[src/core/slss_pkg.sv]
// Constants and types for the single-LED short scan sequencer
package slss_pkg;

    localparam int NUM_CH       = 12;
    localparam int CH_W         = 4;
    localparam int ADC_W        = 8;
    localparam int CUR_W        = 6;
    localparam int PCODE_W      = 4;
    localparam int SEL_W        = 4;
    localparam int CNT_W        = 16;
    localparam int LIVE_HALF_CH = 6;

    localparam logic [PCODE_W-1:0] PROBE_USE_CHANNEL_CUR = 4'hF;
    localparam logic [SEL_W-1:0]   HIGHEST_OUTPUT_SELECT = 4'h5;
    localparam logic [SEL_W-1:0]   SUPPLY_SELECT         = 4'hC;
    localparam logic [CH_W-1:0]    LAST_CH               = 4'hB;
    localparam logic [CH_W-1:0]    LIVE_SECOND_FIRST     = 4'h6;
    localparam logic [CH_W-1:0]    LIVE_SECOND_END       = 4'hC;

    // Converter codes share the threshold scale, so the compare is done on codes
    localparam int SHORT_TH_OFFSET_UV = 67300;
    localparam int SHORT_TH_STEP_UV   = 80400;

    localparam int CLK_MHZ           = 125;
    localparam int CLK_PERIOD_NS     = 8;
    localparam int ERR_PULSE_US      = 50;
    localparam int ERR_PULSE_CYCLES  = ERR_PULSE_US * CLK_MHZ;
    localparam int PW_STEP_NS        = 1000;
    localparam int PW_STEP_CYCLES    = (PW_STEP_NS + CLK_PERIOD_NS - 1) / CLK_PERIOD_NS;

    typedef enum logic [3:0] {
        ST_IDLE,
        ST_OFF_PULSE,
        ST_OFF_WAIT,
        ST_LIVE_DELAY,
        ST_LIVE_PICK,
        ST_LIVE_WAIT,
        ST_SUP_WAIT,
        ST_HOST_WAIT
    } slss_state_t;

    typedef struct packed {
        logic             req;
        logic [SEL_W-1:0] sel;
    } slss_adc_req_t;

    typedef struct packed {
        logic [NUM_CH-1:0] chan;
        logic              out;
        logic              err;
    } slss_flags_t;

endpackage : slss_pkg

[src/core/slss_err_pulse.sv]
// Low-going error pin pulse of fixed length, retriggerable
`timescale 1ns/1ps
module slss_err_pulse
    import slss_pkg::*;
#(
    parameter int unsigned COUNT = ERR_PULSE_CYCLES
)
(
    input  wire logic mclk_i,
    input  wire logic rst_i,
    input  wire logic trig_i,
    output logic      err_n_o
);

    logic [CNT_W-1:0] cnt;
    wire              busy      = (cnt != '0);
    wire  [CNT_W-1:0] next_cnt  = trig_i ? CNT_W'(COUNT) : (busy ? cnt - 1'b1 : cnt);

    always_ff @(posedge mclk_i)
    begin
        if (rst_i)
        begin
            cnt     <= '0;
            err_n_o <= 1'b1;
        end
        else
        begin
            cnt     <= next_cnt;
            err_n_o <= (next_cnt == '0);
        end
    end

endmodule : slss_err_pulse

[src/core/slss_core.sv]
// Single-LED short scan sequencer: off-state probe scan and live PWM-time scan
`timescale 1ns/1ps
module slss_core
    import slss_pkg::*;
#(
    parameter int unsigned ERR_CYCLES = ERR_PULSE_CYCLES,
    parameter int unsigned PW_STEP    = PW_STEP_CYCLES
)
(
    input  wire logic                         mclk_i,
    input  wire logic                         rst_i,
    input  wire logic                         offstate_short_scan_go_i,
    input  wire logic                         live_short_scan_enable_i,
    input  wire logic [PCODE_W-1:0]           probe_current_code_i,
    input  wire logic [PCODE_W-1:0]           probe_pulse_width_code_i,
    input  wire logic [ADC_W-1:0]             short_threshold_code_i,
    input  wire logic [ADC_W-1:0]             low_supply_threshold_i,
    input  wire logic [NUM_CH-1:0]            channel_enable_i,
    input  wire logic [NUM_CH-1:0][CUR_W-1:0] channel_current_code_i,
    input  wire logic [SEL_W-1:0]             converter_channel_select_i,
    input  wire logic                         host_conv_req_i,
    input  wire logic                         fault_flag_clear_i,
    input  wire logic                         pwm_on_i,
    input  wire logic                         adc_done_i,
    input  wire logic [ADC_W-1:0]             adc_data_i,
    output slss_adc_req_t                     adc_req_o,
    output logic [NUM_CH-1:0]                 probe_drive_o,
    output logic [CUR_W-1:0]                  probe_current_o,
    output logic                              offstate_short_scan_go_o,
    output logic                              ondemand_done_flag_o,
    output slss_flags_t                       fault_flags_o,
    output logic [ADC_W-1:0]                  converter_result_o,
    output logic                              host_conv_pending_o,
    output logic                              scan_busy_o,
    output logic                              err_n_o
);

    slss_state_t       state;
    slss_state_t       next_state;
    logic [CH_W-1:0]   ch;
    logic [CNT_W-1:0]  cnt;
    logic              half;
    logic              live_mode;
    logic              go_pend;
    logic              pwm_q;
    logic [NUM_CH-1:0] fault_pend;
    logic [ADC_W-1:0]  run_max;
    logic [ADC_W-1:0]  highest;

    wire pwm_rise   = pwm_on_i & ~pwm_q;
    wire start_req  = offstate_short_scan_go_i | go_pend;
    wire in_idle    = (state == ST_IDLE);
    wire start_off  = in_idle & start_req;
    wire start_live = in_idle & ~start_req & live_short_scan_enable_i & pwm_rise;
    wire start_host = in_idle & ~start_req & ~start_live & host_conv_pending_o;

    wire [CNT_W-1:0] pw_cycles = CNT_W'((32'(probe_pulse_width_code_i) + 32'd1) * PW_STEP);
    wire             cnt_done  = (cnt == '0);
    wire [CH_W-1:0]  live_end  = half ? LIVE_SECOND_END : CH_W'(LIVE_HALF_CH);
    wire [CH_W-1:0]  live_first = half ? LIVE_SECOND_FIRST : '0;
    wire             ch_on     = channel_enable_i[ch];
    wire             below_th  = adc_data_i < short_threshold_code_i;
    wire             supply_ok = adc_data_i >= low_supply_threshold_i;
    wire             sup_done  = (state == ST_SUP_WAIT) & adc_done_i;
    wire             commit    = sup_done & supply_ok & (|fault_pend);
    wire             conv_done = adc_done_i & ((state == ST_OFF_WAIT) | (state == ST_LIVE_WAIT));
    wire             show_max  = live_short_scan_enable_i & (converter_channel_select_i == HIGHEST_OUTPUT_SELECT);

    // Channel that the off scan drives in the coming cycle
    function automatic logic [CH_W-1:0] ch_next_off(
        input logic            go,
        input slss_state_t     st,
        input logic [CH_W-1:0] c
    );
        if (go)
            return '0;
        else if (st == ST_OFF_WAIT)
            return c + 1'b1;
        else
            return c;
    endfunction : ch_next_off

    wire [CH_W-1:0] off_ch = ch_next_off(start_off, state, ch);

    // Code Fh borrows the channel's own current so the probe matches lit operation.
    // Indexed by the coming channel, else a new pulse opens with its neighbour's current.
    wire [CUR_W-1:0] sel_current = (probe_current_code_i == PROBE_USE_CHANNEL_CUR) ?
                                   channel_current_code_i[off_ch] : CUR_W'(probe_current_code_i);

    logic          next_fire;
    logic [SEL_W-1:0] next_sel;

    always_comb
    begin
        next_state = state;
        next_fire  = 1'b0;
        next_sel   = SEL_W'(ch);
        unique case (state)
            ST_IDLE:
            begin
                if (start_off)
                    next_state = ST_OFF_PULSE;
                else if (start_live)
                    next_state = ST_LIVE_DELAY;
                else if (start_host)
                begin
                    next_state = ST_HOST_WAIT;
                    next_fire  = 1'b1;
                    next_sel   = converter_channel_select_i;
                end
            end
            ST_OFF_PULSE:
            begin
                if (cnt_done)
                begin
                    next_state = ST_OFF_WAIT;
                    next_fire  = 1'b1;
                end
            end
            ST_OFF_WAIT:
            begin
                if (adc_done_i && ch == LAST_CH)
                begin
                    next_state = ST_SUP_WAIT;
                    next_fire  = 1'b1;
                    next_sel   = SUPPLY_SELECT;
                end
                else if (adc_done_i)
                    next_state = ST_OFF_PULSE;
            end
            ST_LIVE_DELAY:
            begin
                if (cnt_done)
                    next_state = ST_LIVE_PICK;
            end
            ST_LIVE_PICK:
            begin
                if (ch == live_end)
                begin
                    next_state = ST_SUP_WAIT;
                    next_fire  = 1'b1;
                    next_sel   = SUPPLY_SELECT;
                end
                else if (ch_on)
                begin
                    next_state = ST_LIVE_WAIT;
                    next_fire  = 1'b1;
                end
            end
            ST_LIVE_WAIT:
            begin
                if (adc_done_i)
                    next_state = ST_LIVE_PICK;
            end
            ST_SUP_WAIT:
            begin
                if (adc_done_i)
                    next_state = ST_IDLE;
            end
            ST_HOST_WAIT:
            begin
                if (adc_done_i)
                    next_state = ST_IDLE;
            end
            default:
                next_state = ST_IDLE;
        endcase
    end

    // Channel index and timing counter
    always_ff @(posedge mclk_i)
    begin
        if (rst_i)
        begin
            state <= ST_IDLE;
            ch    <= '0;
            cnt   <= '0;
        end
        else
        begin
            state <= next_state;
            if (start_off)
                ch <= '0;
            else if (start_live)
                ch <= live_first;
            else if (conv_done || (state == ST_LIVE_PICK && !ch_on && ch != live_end))
                ch <= ch + 1'b1;
            if (start_off || start_live || (state == ST_OFF_WAIT && adc_done_i))
                cnt <= pw_cycles - 1'b1;
            else if (!cnt_done)
                cnt <= cnt - 1'b1;
        end
    end

    // Probe drive, current and converter request
    always_ff @(posedge mclk_i)
    begin
        if (rst_i)
        begin
            probe_drive_o   <= '0;
            probe_current_o <= '0;
            adc_req_o       <= '0;
        end
        else
        begin
            probe_drive_o   <= (next_state == ST_OFF_PULSE) ? NUM_CH'(1) << off_ch : '0;
            probe_current_o <= (next_state == ST_OFF_PULSE) ? sel_current : '0;
            adc_req_o.req   <= next_fire;
            adc_req_o.sel   <= next_sel;
        end
    end

    // Scan bookkeeping: mode, half, pending faults and the running maximum
    always_ff @(posedge mclk_i)
    begin
        if (rst_i)
        begin
            live_mode  <= 1'b0;
            half       <= 1'b0;
            fault_pend <= '0;
            run_max    <= '0;
            highest    <= '0;
            pwm_q      <= 1'b0;
        end
        else
        begin
            pwm_q <= pwm_on_i;
            if (start_off || start_live)
            begin
                live_mode  <= start_live;
                fault_pend <= '0;
            end
            else if (conv_done && below_th)
                fault_pend[ch] <= 1'b1;
            if (start_live && !half)
                run_max <= '0;
            else if (state == ST_LIVE_WAIT && adc_done_i && adc_data_i > run_max)
                run_max <= adc_data_i;
            if (sup_done && live_mode)
            begin
                half <= ~half;
                if (half)
                    highest <= run_max;
            end
        end
    end

    // Flags: a fault arriving with a clear still sets
    wire [NUM_CH-1:0] set_chan = commit ? fault_pend : '0;

    always_ff @(posedge mclk_i)
    begin
        if (rst_i)
        begin
            fault_flags_o            <= '0;
            ondemand_done_flag_o     <= 1'b0;
            offstate_short_scan_go_o <= 1'b0;
            go_pend                  <= 1'b0;
            host_conv_pending_o      <= 1'b0;
            converter_result_o       <= '0;
            scan_busy_o              <= 1'b0;
        end
        else
        begin
            fault_flags_o.chan <= (fault_flag_clear_i ? '0 : fault_flags_o.chan) | set_chan;
            fault_flags_o.out  <= (fault_flag_clear_i ? 1'b0 : fault_flags_o.out) | commit;
            fault_flags_o.err  <= (fault_flag_clear_i ? 1'b0 : fault_flags_o.err) | commit;
            offstate_short_scan_go_o <= offstate_short_scan_go_i;
            go_pend  <= start_req & ~start_off;
            if (start_off)
                ondemand_done_flag_o <= 1'b0;
            else if (sup_done && !live_mode)
                ondemand_done_flag_o <= 1'b1;
            host_conv_pending_o <= (host_conv_pending_o & ~start_host) | host_conv_req_i;
            if (state == ST_HOST_WAIT && adc_done_i)
                converter_result_o <= show_max ? highest : adc_data_i;
            else if (show_max && sup_done && live_mode && half)
                converter_result_o <= run_max;
            scan_busy_o <= (next_state != ST_IDLE) & (next_state != ST_HOST_WAIT);
        end
    end

    slss_err_pulse #(
        .COUNT   (ERR_CYCLES)
    ) u_err (
        .mclk_i  (mclk_i),
        .rst_i   (rst_i),
        .trig_i  (commit),
        .err_n_o (err_n_o)
    );

    logic [CNT_W-1:0] low_len;
    always_ff @(posedge mclk_i)
    begin
        if (rst_i || err_n_o)
            low_len <= '0;
        else
            low_len <= low_len + 1'b1;
    end
endmodule : slss_core

[config.mk]
export PLATFORM = sky130hd
export DESIGN_NAME = slss_core
export DESIGN_NICKNAME = d
export VERILOG_FILES = /design/src/core/slss_pkg.sv /design/src/core/slss_err_pulse.sv /design/src/core/slss_core.sv
export SDC_FILE = /design/constraint.sdc
export NUM_CORES = 1
export LEC_CHECK = 0
export ABC_AREA = 1
export BUFFER_PORTS_ARGS = -buffer_cell sky130_fd_sc_hd__buf_2
export CORE_ASPECT_RATIO = 0.75
export CORE_MARGIN = 4
export CORE_UTILIZATION = 35
export DETAILED_ROUTE_END_ITERATION = 8
export PLACE_DENSITY_LB_ADDON = 0.1
export SLEW_MARGIN = 20
export SYNTH_ARGS = -nofsm -noshare
export SYNTH_HDL_FRONTEND = slang
export SYNTH_SLANG_ARGS = --single-unit
[constraint.sdc]
create_clock -name mclk_i -period 4.53 [get_ports mclk_i]
set_input_delay 0.453 -clock mclk_i [delete_from_list [all_inputs] [get_ports mclk_i]]
set_output_delay 0.453 -clock mclk_i [all_outputs]
set_load 0.005 [all_outputs]
After elaboration in Yosys (flattened, before gate mapping)
Index checks and enable logic that the tools add are counted.
{ "totals": {"regBits": 122, "input_bits": 128} }
{ "op_classes": {"n_shift": 1, "n_reduce_logical": 36, "n_mux": 50, "multipliers": 1, "bitwise_logic": 30, "n_eq_ne": 15, "addsub": 5, "order_cmp": 6} }
{ "op_table": {"columns": ["op", "n"], "rows": [
  ["2-to-1 mux 4 bit", 22],
  ["2-to-1 mux 16 bit", 4],
  ["logical NOT 16 bit", 2],
  ["subtractor 16 x 1 -> 16 bit (second input constant)", 2],
  ["one-hot mux 4 bit (7 select lines)", 1],
  ["binary-select mux 6 bit (select 4 bit)", 1],
  ["2-to-1 mux 12 bit", 2],
  ["2-to-1 mux 8 bit", 3],
  ["OR 12 bit", 2],
  ["== test 4 x 3 -> 1 bit (second input constant)", 5],
  ["nonzero test 16 bit", 1],
  ["bitwise AND 1 bit", 15],
  ["logical AND 1 bit", 15],
  ["subtractor 12 x 1 -> 13 bit (second input constant)", 1],
  ["multiplier 5 x 7 -> 12 bit (second input constant)", 1],
  ["one-hot mux 4 bit (3 select lines)", 1],
  ["OR reduction 12 bit", 1],
  ["left shift 1 x 4 -> 12 bit (first input constant)", 1],
  ["2-to-1 mux 1 bit", 11],
  ["< comparator 4 x 5 -> 1 bit (second input constant)", 2],
  ["OR reduction 2 bit", 5],
  ["== test 4 x 1 -> 1 bit (second input constant)", 2],
  ["== test 4 x 2 -> 1 bit (second input constant)", 2],
  ["== test 4 bit (second input constant)", 2],
  ["other kinds (24)", 40]
]} }

Depth between registers and ports, before layout
Gate-level depths: netlist of run 1.
{ "depth": {"depth_word": 15, "ltp_mapped": 20, "mapped_depth_nobuf": 20} }

Modules after synthesis
Synthesis of run 1 repeated with hierarchy kept, for this count alone.
{ "unflattened": {"hier_cells": 1287, "area_unflattened_um2": 8366.8} }
{ "modules_own_cells": {"columns": ["module", "cells_each", "instances", "area_per_inst_um2"], "rows": [
  ["slss_core", 1110, 1, 7267.0],
  ["slss_err_pulse", 177, 1, 1099.8]
]} }

Worst setup path before layout of run 1
Ideal clock, no wire load.
{ "synth_path": {"kind": "input port to flip-flop", "startpoint": "input port probe_pulse_width_code_i[0]", "endpoint": "register cnt[7]", "stages": 16, "n_path_buf": 0, "arrival_time_ns": 3.921, "setup_ns": 0.128, "slack_ns": 0.482, "t_required_ns": 4.402, "path_cell_list": "ha_1 xor2_1 ha_1 xor2_1 fa_1 fa_1 inv_1 ha_1 nand2_1 o21ai_0 a21oi_1 or2_2 nand3_1 o21ai_0 nand2_1 nor2_1"} }
{ "synth_between": {"elab_chain_cells": 4} }
{ "synth_lines": {"columns": ["item", "line_no", "source"], "rows": [
  ["start: declaration", "slss_core.sv:15", "input wire logic [PCODE_W-1:0] probe_pulse_width_code_i,"],
  ["adder 4 x 1 -> 5 bit", "slss_core.sv:57", "wire [CNT_W-1:0] pw_cycles = CNT_W'((32'(probe_pulse_width_code_i) + 32'd1) * PW_STEP);"],
  ["multiplier 5 x 7 -> 12 bit", "slss_core.sv:57", null],
  ["subtractor 12 x 1 -> 13 bit", "slss_core.sv:189", "cnt <= pw_cycles - 1'b1;"],
  ["2-to-1 mux 16 bit", "slss_core.sv:188", "if (start_off || start_live || (state == ST_OFF_WAIT && adc_done_i))"],
  ["end signal: assignment", "slss_core.sv:189", null],
  ["end signal: assignment", "slss_core.sv:191", "cnt <= cnt - 1'b1;"],
  ["end: declaration", "slss_core.sv:41", "logic [CNT_W-1:0] cnt;"]
]} }
No other way between the ends.
A chain may end at the register's enable or synchronous reset.

Worst setup path after layout of run 1
Ends and elaborated chain as after synthesis.

==> results of run 1 <==
-- critical path: stages --
cell and delay (ns):
buf_2 0.16, inv_1 0.10, ha_1 0.37, ha_1 0.37, xor2_1 0.24, fa_1 0.50, fa_1 0.54, inv_1 0.04
ha_1 0.31, nand2_1 0.09, o21ai_0 0.21, a21oi_1 0.12, or2_2 0.28, nand3_1 0.08, o21ai_0 0.09, nand2_1 0.07
nor2_1 0.03
-- state kept, by name, summed over array words and instances (netlist names), 4 cells and up --
| signal | flops |
|---|---|
| adc_req_o | 5 |
| cnt | 16 |
| u_err.cnt | 16 |
| fault_pend | 12 |
| converter_result_o | 8 |
| probe_current_o | 6 |
| run_max | 8 |
| ch | 4 |
| highest | 8 |
| fault_flags_o | 14 |
| probe_drive_o | 12 |
| state | 4 |
-- worst max path at each step --
stage                                      startpoint  endpoint  slack [ns]  depth (start not counted)
after floorplan           probe_pulse_width_code_i[0]    cnt[7]        0.48                         16
after global routing      probe_pulse_width_code_i[0]    cnt[7]        0.49                         17
after global placement    probe_pulse_width_code_i[0]    cnt[7]        0.43                         17
final                     probe_pulse_width_code_i[0]    cnt[7]        0.75                         17
after CTS                 probe_pulse_width_code_i[0]    cnt[7]        0.80                         17
after detailed placement  probe_pulse_width_code_i[0]    cnt[7]        0.36                         17
-- where the power goes --
group / internal [mW] / leakage [nW] / switching, mW
Clock: 0.941 / 0.304 / 0.472
Sequential: 1.18 / 0.992 / 0.0822
Combinational: 0.598 / 3.73 / 0.986
Total: 2.72 / 5.02 / 1.54
-- layer usage --
layer / part of all wire (%) / vias to the layer above
met5: 0 / -
met1: 50 / 3779
met3: 5.5 / 19
met2: 43 / 214
li1: - / 4400
met4: 1.1 / 0
-- logic make-up (layout without fill, tap and decap cells) --
group	after synthesis	after routing	synth area share, %
xor+xnor	25	25	2.685
simple gates	640	640	33.58
fa+ha+maj	64	64	10.65
other cells	1	1	0.04598
buf+inv	196	378	9.497
flops	122	122	29.95
compound gates	204	204	13.59
-- per-stage QoR --
step | hold WS, ns | std cells | instance area (sq um) | utilization (%) | setup slack, ns
detailed placement | 0.4527 | 1703 | 9329 | 40.66 | 0.3603
floorplan | 0.4410 | 1252 | 8155 | - | 0.4815
global placement | 0.4505 | 1703 | 9329 | 40.66 | 0.4269
global route | 0.2424 | 1734 | 9938 | 43.32 | 0.4911
CTS | 0.2346 | 1734 | 9938 | 43.32 | 0.7987
finish | 0.2600 | 1734 | 9938 | 43.32 | 0.7535
-- cell usage after synthesis (all sizes together), types with 4 or more instances --
cell type,instances
o22ai,7
nand4,36
dfxtp,122
xnor2,10
o21a,7
a211oi,4
o21ai,66
a21oi,101
nor3,14
nand3b,7
xor2,15
inv,155
buf,19
nor2,159
fa,9
clkbuf,20
nand2,330
a31oi,8
ha,55
nand3,91
-- area by class of cell --
type	count	share of cell area, %
multi-input cells	934	49.69
flip-flops and latches	122	24.58
repair buffers	190	9.896
inverters	157	5.930
clock buffers	22	4.671
well taps	300	3.777
clock inverters	9	1.460
-- layout by cell type, fill, tap and decap left out, drive strengths merged --
master  netlist  routed
o221a         1       1
bufinv        0       4
nor3b         1       1
a211oi        4       4
a21boi        2       2
conb          1       1
nand3b        7       7
a21oi       101     101
nand3        91      91
nand4        36      36
a31oi         8       8
o22ai         7       7
o21bai        2       2
xor2         15      15
xnor2        10      10
nand2       330     330
nor3         14      14
ha           55      55
buf          19     190
o221ai        1       1
or2           2       2
clkinv        2       7
o21a          7       7
a21o          2       2
fa            9       9
o21ai        66      66
clkbuf       20      22
dfxtp       122     122
nor2        159     159
o31ai         1       1
inv         155     155
o211ai        2       2
==> flow_metrics.env, run 1 <==
export IMPL_status="complete, no violations"
export IMPL_cellPowerDensity_mw_per_mm2=428.7
export IMPL_critPathMaxFanout=6
export IMPL_track_usage_pct=18.12
export IMPL_viasPerCell=4.851
export IMPL_ff_latch_area_sq_mm=0.002442
export IMPL_fin_skew_ns=0.007345
export IMPL_rrSetupSlack_ns=1.70
export IMPL_r2r_cells=13
export IMPL_grt_pass1_vias=7670
export IMPL_holdPathStages=3
export IMPL_dieWidth_microns=184.3
export IMPL_yosysSeqAreaShare_pct=29.95
export IMPL_htree_levels=4
export IMPL_synth_main_ff_cell="dfxtp_1"
export IMPL_synth_edf_count=0
export IMPL_worstMarginPinSlew_ns=0.9370
export IMPL_syn_area_sq_mm=0.008155
export IMPL_r2r_end="probe_current_o[0]"
export IMPL_cts_tree="built"
export IMPL_wl_microns=23860
export IMPL_fillerInstances=2499
export IMPL_multi_input_area_sq_mm=0.004938
export IMPL_drt_wirelength_per_cell_microns=13.76
export IMPL_critPathRequiredTime_ns=4.81
export IMPL_hp_start="pwm_on_i"
export IMPL_drtPass1Iterations=6
export IMPL_finalSetupViolCount=0
export IMPL_synth_top_area_share_pct=29.95
export IMPL_fin_crit_sh_pct=83.37
export IMPL_max_freq_mhz=264.8
export IMPL_syn_inst=1252
export IMPL_syn_area_per_cell_sq_um=6.514
export IMPL_arrival_ns=4.06
export IMPL_fp_dieH_microns=140.2
export IMPL_num_rows=48
export IMPL_portBuffers=177
export IMPL_grt_first_pass_wirelength_microns=38410
export IMPL_synth_cell_type_count=45
export IMPL_syn_num_nets=1444
export IMPL_use_met3_pct=3.505
export IMPL_fp_dieArea_sq_mm=0.02583
export IMPL_endpoint_kind="register"
export IMPL_grt_max_degree=45
export IMPL_met1_usage_pct=26.22
export IMPL_yosys_warnings=0
export IMPL_peakVddDrop_v=0.0002080
export IMPL_hold_path_class="primary input to register"
export IMPL_clockRootBuffer="clkbuf_16"
export IMPL_ctsHoldBuffers=0
export IMPL_cts_made_buffers=17
export IMPL_cts_buffer_depth=2
export IMPL_grt_busiest_layer="met2"
export IMPL_fin_tns_setup_ns=0
export IMPL_synth_top_area_cell="dfxtp_1"
export IMPL_postCtsSetupBuffers=0
export IMPL_r2r_start="state[1]"
export IMPL_diodes=0
export IMPL_cts_repair_resized=0
export IMPL_nNetsFinal=1614
export IMPL_drive_gt1_share_pct=16.95
export IMPL_ios=178
export IMPL_drt_initial_drc_count=478
export IMPL_holdPathEnd="pwm_q"
export IMPL_use_met2_pct=27.72
export IMPL_synth_seq_cells=122
export IMPL_p_leak_nw=5.024
export IMPL_synthTopCellsByArea="dfxtp_1 (30%), nand2_1 (15%), ha_1 (8.4%)"
export IMPL_max_slew_margin_pct=37.19
export IMPL_async_flop_share_pct=0
export IMPL_hold_violations=0
export IMPL_start_kind="primary input"
export IMPL_path_class="primary input to register"
export IMPL_antenna_found_initial=0
export IMPL_maxSlewViolCount=0
export IMPL_clock_latency_ns=0.41
export IMPL_cts_sinks=122
export IMPL_dp_hpwl_microns=18490
export IMPL_num_vias=8412
export IMPL_rsz0062_at_grt="false"
export IMPL_syn_to_final_growth_pct=21.86
export IMPL_clk_pin_slew_worst_paths_ns=0.05
export IMPL_gp_congestion=0.8787
export IMPL_post_route_drc_count=0
export IMPL_finalPower_mw=4.261
export IMPL_drv_cap=0
export IMPL_core_sq_mm=0.02294
export IMPL_ant_nets=0
export IMPL_start_util_pct=35.55
export IMPL_grt_overflow_total=0
export IMPL_fin_crit_ns=3.777
(Power assumes the default switching activity.)
==> inputs of run 2 (changes only) <==
Settings changed: ABC_AREA 1 to 0.
Clock period 4.53 ns to 3.7 ns, I/O delays scaled along.
==> run 2 against run 1 <==
Effect of this change:
- worst setup slack worse by 0.55 ns
- sequential share of layout area down 0.062 points
- clock power up 12%
- via count down 6.7%
- critical path depth down 1
- critical endpoint is now cnt[14]
- largest cell class unchanged
- highest routed layer is now met5
==> flow_metrics.env, run 2 <==
export IMPL_status="complete, no violations"
export IMPL_synthTopCellsByCount="dfxtp_1 (122), nor2_1 (111), inv_1 (68)"
export IMPL_r2r_start="state[0]"
export IMPL_p_leak_nw=4.442
export IMPL_grt_max_degree=37
export IMPL_dp_hpwl_microns=19280
export IMPL_hold_path_class="primary input to register"
export IMPL_start_util_pct=35.83
export IMPL_ant_nets=0
export IMPL_place_area_sq_mm=0.009388
export IMPL_syn_area_sq_mm=0.007964
export IMPL_drt_wirelength_per_cell_microns=16.91
export IMPL_whs_ns=0.1703
export IMPL_syn_to_final_growth_pct=25.11
export IMPL_synthTopCellsByArea="dfxtp_1 (31%), ha_1 (8.6%), nor2_1 (5.2%)"
export IMPL_grt_pass1_vias=7209
export IMPL_wl_microns=24810
export IMPL_synth_top_area_share_pct=30.67
export IMPL_fin_crit_sh_pct=94.45
export IMPL_syn_inst=972
export IMPL_drtPass1Iterations=5
export IMPL_holdPathEnd="host_conv_pending_o"
export IMPL_fillerInstances=2254
export IMPL_holdPathStages=3
export IMPL_antenna_found_initial=1
export IMPL_cts_sinks=122
export IMPL_ctsHoldBuffers=0
export IMPL_fp_dieArea_sq_mm=0.02526
export IMPL_dp_slack_ns=-0.2655
export IMPL_max_slew_margin_pct=45.52
export IMPL_num_vias=7845
export IMPL_clock_latency_ns=0.43
export IMPL_most_common_layout_cells="buf_2 (177), dfxtp_1 (122), nor2_1 (110)"
export IMPL_utilization_pct=44.82
export IMPL_r2r_cells=7
export IMPL_drv_cap=0
export IMPL_path_class="primary input to register"
export IMPL_cts_tree="built"
export IMPL_finalSetupViolCount=0
export IMPL_grt_first_pass_wirelength_microns=39310
export IMPL_viasPerCell=5.348
export IMPL_finalInstanceArea_sq_mm=0.009963
export IMPL_yosys_warnings=0
export IMPL_critPathRequiredTime_ns=4.05
export IMPL_worstMarginPinSlew_ns=0.8148
export IMPL_endpoint_kind="register"
export IMPL_grt_overflow_total=0
export IMPL_rsz0062_at_grt="false"
export IMPL_clk_pin_slew_worst_paths_ns=0.06
export IMPL_cellPowerDensity_mw_per_mm2=524.3
export IMPL_htree_levels=4
export IMPL_async_flop_share_pct=0
export IMPL_portBuffers=177
export IMPL_start_kind="primary input"
export IMPL_synth_edf_count=0
export IMPL_cts_buffer_depth=2
export IMPL_synth_main_ff_cell="dfxtp_1"
export IMPL_synth_seq_cells=122
export IMPL_syn_num_nets=1164
export IMPL_hold_violations=0
export IMPL_finalPower_mw=5.224
export IMPL_gp_congestion=0.8645
export IMPL_num_rows=47
export IMPL_clockRootBuffer="clkbuf_16"
export IMPL_post_route_drc_count=0
export IMPL_instances_no_fill=1467
export IMPL_nNetsFinal=1352
export IMPL_cts_made_buffers=17
export IMPL_max_freq_mhz=286.1
export IMPL_synth_top_area_cell="dfxtp_1"
export IMPL_top_regs="cnt (16), u_err.cnt (16), fault_flags_o (14)"
export IMPL_core_sq_mm=0.02223
export IMPL_arrival_ns=3.84
export IMPL_yosysMostFrequentCell="dfxtp_1"
export IMPL_drt_initial_drc_count=539
export IMPL_synth_cell_type_count=72
export IMPL_r2r_end="probe_drive_o[3]"
export IMPL_ios=178
export IMPL_track_usage_pct=19.10
export IMPL_final_common_cell="buf_2"
export IMPL_peakVddDrop_v=0.0003748
export IMPL_yosysSeqAreaShare_pct=30.67
export IMPL_fin_tns_setup_ns=0
export IMPL_setup_slack_ns=0.2053
export IMPL_cts_repair_resized=0
export IMPL_critPathMaxFanout=4
export IMPL_fp_dieH_microns=138.6
export IMPL_drive_gt1_share_pct=24.30
export IMPL_place_inst=1435
export IMPL_dieWidth_microns=182.2
export IMPL_postCtsSetupBuffers=0
export IMPL_hp_start="host_conv_req_i"
export IMPL_fin_crit_ns=3.495
export IMPL_maxSlewViolCount=0
export IMPL_rrSetupSlack_ns=0.48
export IMPL_syn_area_per_cell_sq_um=8.193
export IMPL_fin_skew_ns=0.009414
export IMPL_diodes=0
-- run 2: cell count changes in the layout (fill, tap and decap cells not counted), moves of 19 or more --
cell,before,now
and3_1,0,25
nor3_1,11,41
o21ai_0,65,35
nand3_1,89,26
nor4_1,0,24
nor2_1,152,110
a22oi_1,0,19
nand4_1,36,6
mux2i_1,0,31
a21oi_1,100,51
nand2_1,327,54
a221oi_1,0,26
inv_1,151,68
buf_4,13,49
-- run 2: critical path, cell delays in order --
cell      delay (ns)
buf_2           0.11
inv_1           0.06
ha_2            0.40
ha_4            0.23
xor2_2          0.15
fa_1            0.53
inv_1           0.07
fa_1            0.46
ha_1            0.32
a21oi_1         0.08
a21boi_0        0.24
o221ai_1        0.20
a21oi_1         0.18
mux2i_1         0.22
nand2_1         0.11
o21ai_0         0.09
-- run 2: metal layers --
metal	vias to the layer above	part of all wire, %	wire length (microns)	global-route usage, %
met2	265	40	9898	25.92
met3	23	7.4	1834	4.982
li1	3931	-	-	-
met1	3624	52	12790	29.66
met5	-	0.028	7	0
met4	2	1.1	279	4.698
-- run 2: area by class of cell --
type	count	area, sq um	share of cell area (%)
inverters	68	255.2	2.562
multi-input cells	725	5081	51.00
repair buffers	226	1254	12.58
clock inverters	13	120.1	1.206
well taps	294	367.9	3.692
flip-flops and latches	122	2442	24.51
clock buffers	19	442.9	4.446
-- run 2: report_power, final --
part           total, mW  internal, mW  leakage (nW)  switching [mW]
sequential          1.62          1.47         0.991           0.153
combinational       2.02         0.951          3.18            1.07
clock               1.58         0.943         0.270           0.641
-- run 2: cell families (layout without fill, tap and decap cells) --
logic type / Yosys count / count (layout) / synth area share, %
other: 1 / 1 / 0.04709
DFF: 122 / 122 / 30.67
muxes: 36 / 36 / 5.027
and+or+nand+nor: 347 / 347 / 21.84
AOI/OAI and AO/OA: 233 / 233 / 20.47
buffers and inverters: 125 / 326 / 6.190
adders and majority gates: 65 / 65 / 11.03
xor gates and xnor gates: 43 / 43 / 4.729
-- run 2: how the worst max path moves through the flow --
stage                                start      end  slack (ns)  cells after the start
2_1_floorplan  probe_pulse_width_code_i[0]  cnt[11]        0.02                     14
3_3_place_gp   probe_pulse_width_code_i[0]  cnt[15]       -0.18                     15
6_report       probe_pulse_width_code_i[1]  cnt[14]        0.21                     16
4_1_cts        probe_pulse_width_code_i[1]  cnt[14]        0.17                     15
5_1_grt        probe_pulse_width_code_i[1]  cnt[15]       0.005                     16
3_5_place_dp   probe_pulse_width_code_i[1]  cnt[14]       -0.27                     15
==> inputs of run 3 (changes only) <==
Settings changed: CTS_BUF_LIST set to sky130_fd_sc_hd__clkbuf_8.
Clock period 3.7 ns to 3.1 ns, I/O delays scaled along.
==> run 3 against run 2 <==
Effect of this change:
- the run now ends with negative setup slack left
- via count rose by 0.99%
- worst setup slack got worse by 0.23 ns
- utilization is 0.96 points higher
- global-route usage fell by 0.23 points
- clock power fell by 18%
- die area unchanged
- non-clock buffer count up 28
- worst hold slack got worse by 0.064 ns
- clock-buffer cell count rose by 1
- highest routed layer unchanged
==> flow_metrics.env, run 3 (same netlist as run 2, synthesis figures left out) <==
export IMPL_status="finished, violations left"
export IMPL_violations="negative setup slack"
export IMPL_start_util_pct=35.83
export IMPL_grt_max_degree=38
export IMPL_antenna_found_initial=2
export IMPL_nNetsFinal=1380
export IMPL_clock_latency_ns=0.44
export IMPL_critPathMaxFanout=4
export IMPL_grt_pass1_vias=7373
export IMPL_drv_cap=0
export IMPL_m1WireLength_microns=12820
export IMPL_fp_dieArea_sq_mm=0.02526
export IMPL_start_kind="primary input"
export IMPL_cts_made_buffers=17
export IMPL_num_vias=7923
export IMPL_critPathRequiredTime_ns=3.42
export IMPL_cts_buffer_depth=2
export IMPL_cts_sinks=122
export IMPL_ff_latch_area_sq_mm=0.002442
export IMPL_hold_violations=0
export IMPL_endpoint_kind="register"
export IMPL_fillerInstances=2256
export IMPL_viasPerCell=5.310
export IMPL_drtPass1Iterations=5
export IMPL_rsz0062_at_grt="true"
export IMPL_portBuffers=177
export IMPL_diodes=0
export IMPL_num_rows=47
export IMPL_setup_slack_ns=-0.02435
export IMPL_track_usage_pct=18.87
export IMPL_p_leak_nw=4.524
export IMPL_ios=178
export IMPL_cts_tree="built"
export IMPL_post_route_drc_count=0
export IMPL_finalSetupViolCount=1
export IMPL_dr_wl_met3_microns=1777
export IMPL_path_class="primary input to register"
export IMPL_fin_crit_sh_pct=100.8
export IMPL_highest_layer="met5"
export IMPL_whs_ns=0.1062
export IMPL_fin_skew_ns=0.01456
export IMPL_rrSetupSlack_ns=0.22
export IMPL_fp_dieH_microns=138.6
export IMPL_grt_overflow_total=0
export IMPL_max_slew_margin_pct=46.42
export IMPL_most_common_layout_cells="buf_2 (175), dfxtp_1 (122), nor2_1 (111)"
export IMPL_multi_input_area_sq_mm=0.005238
export IMPL_fin_tns_setup_ns=-0.02435
export IMPL_maxSlewViolCount=0
export IMPL_top_regs="cnt (16), u_err.cnt (16), fault_flags_o (14)"
export IMPL_gp_congestion=0.8469
export IMPL_core_sq_mm=0.02223
export IMPL_clk_pin_slew_worst_paths_ns=0.07
export IMPL_syn_to_final_growth_pct=27.79
export IMPL_wl_met2_microns=9847
export IMPL_hold_path_class="primary input to register"
export IMPL_ctsHoldBuffers=0
export IMPL_utilization_pct=45.78
export IMPL_drive_gt1_share_pct=27.80
export IMPL_arrival_ns=3.44
export IMPL_drt_initial_drc_count=572
export IMPL_peakVddDrop_v=0.0003720
export IMPL_clockRootBuffer="clkbuf_8"
export IMPL_cellPowerDensity_mw_per_mm2=585.9
export IMPL_worstMarginPinSlew_ns=0.7983
export IMPL_ant_nets=0
export IMPL_final_common_cell="buf_2"
export IMPL_grt_first_pass_wirelength_microns=39250
export IMPL_wl_microns=24630
export IMPL_drt_wirelength_per_cell_microns=16.51
export IMPL_fin_crit_ns=3.124
export IMPL_dp_hpwl_microns=19020
export IMPL_max_freq_mhz=320.1
export IMPL_dieWidth_microns=182.2
export IMPL_htree_levels=4
run 3: path summary, 6_finish.rpt:
path / cells after the start / startpoint / end
setup / recovery: 16 / probe_pulse_width_code_i[0] / cnt[10]
hold / removal: 2 / pwm_on_i / pwm_q
setup reg to reg: 9 / state[1] / probe_current_o[2]
hold reg to reg: 2 / highest[1] / highest[1]
run 3: area by class of cell:
cell class              instances  share of cell area [%]
multi-input cells             725                   51.46
flip-flops and latches        122                   24.00
repair buffers                254                   14.91
well taps                     294                   3.614
clock buffers                  20                   2.705
inverters                      68                   2.545
clock inverters                 9                  0.7622
run 3: routing by layer:
| layer | global-route usage, % | up-vias |
|---|---|---|
| met5 | 0 | - |
| met2 | 26.19 | 231 |
| met1 | 29.28 | 3708 |
| li1 | - | 3962 |
| met3 | 5.113 | 18 |
| met4 | 3.237 | 4 |
run 3: through the flow:
stage | worst slack (ns) | total power [mW] | area [sq um] | std cells
2_1_floorplan | -0.2959 | 3.778 | 8108 | 972
3_3_place_gp | -0.6532 | 4.552 | 9714 | 1460
3_5_place_dp | -0.7398 | 4.559 | 9714 | 1460
4_1_cts | 0.003925 | 5.935 | 10120 | 1490
5_1_grt | -0.1389 | 6.433 | 10180 | 1492
6_report | -0.02435 | 5.963 | 10180 | 1492
run 3: what timing repair did:
action | CTS | global route
setup buffers | 1 | 2
endpoints found under the setup margin | 6 | 8
pin swaps | 10 | 19
endpoints found under the hold margin | 0 | 0
resized for setup | 12 | 18
run 3: power by group:
part           internal (mW)  switching (mW)
logic                   1.35            1.38
registers               1.75           0.180
clock network          0.675           0.626
total                   3.78            2.19
run 3: worst max-delay path, cell delays in order:
cell        delay [ns]
buf_12            0.09
clkinvlp_4        0.09
ha_4              0.31
ha_4              0.23
xor2_4            0.19
fa_2              0.54
inv_2             0.04
fa_2              0.53
ha_4              0.21
a21oi_4           0.16
a21boi_2          0.08
o221ai_2          0.19
nand2b_1          0.10
xnor2_1           0.16
o21ai_1           0.07
nor2b_1           0.15
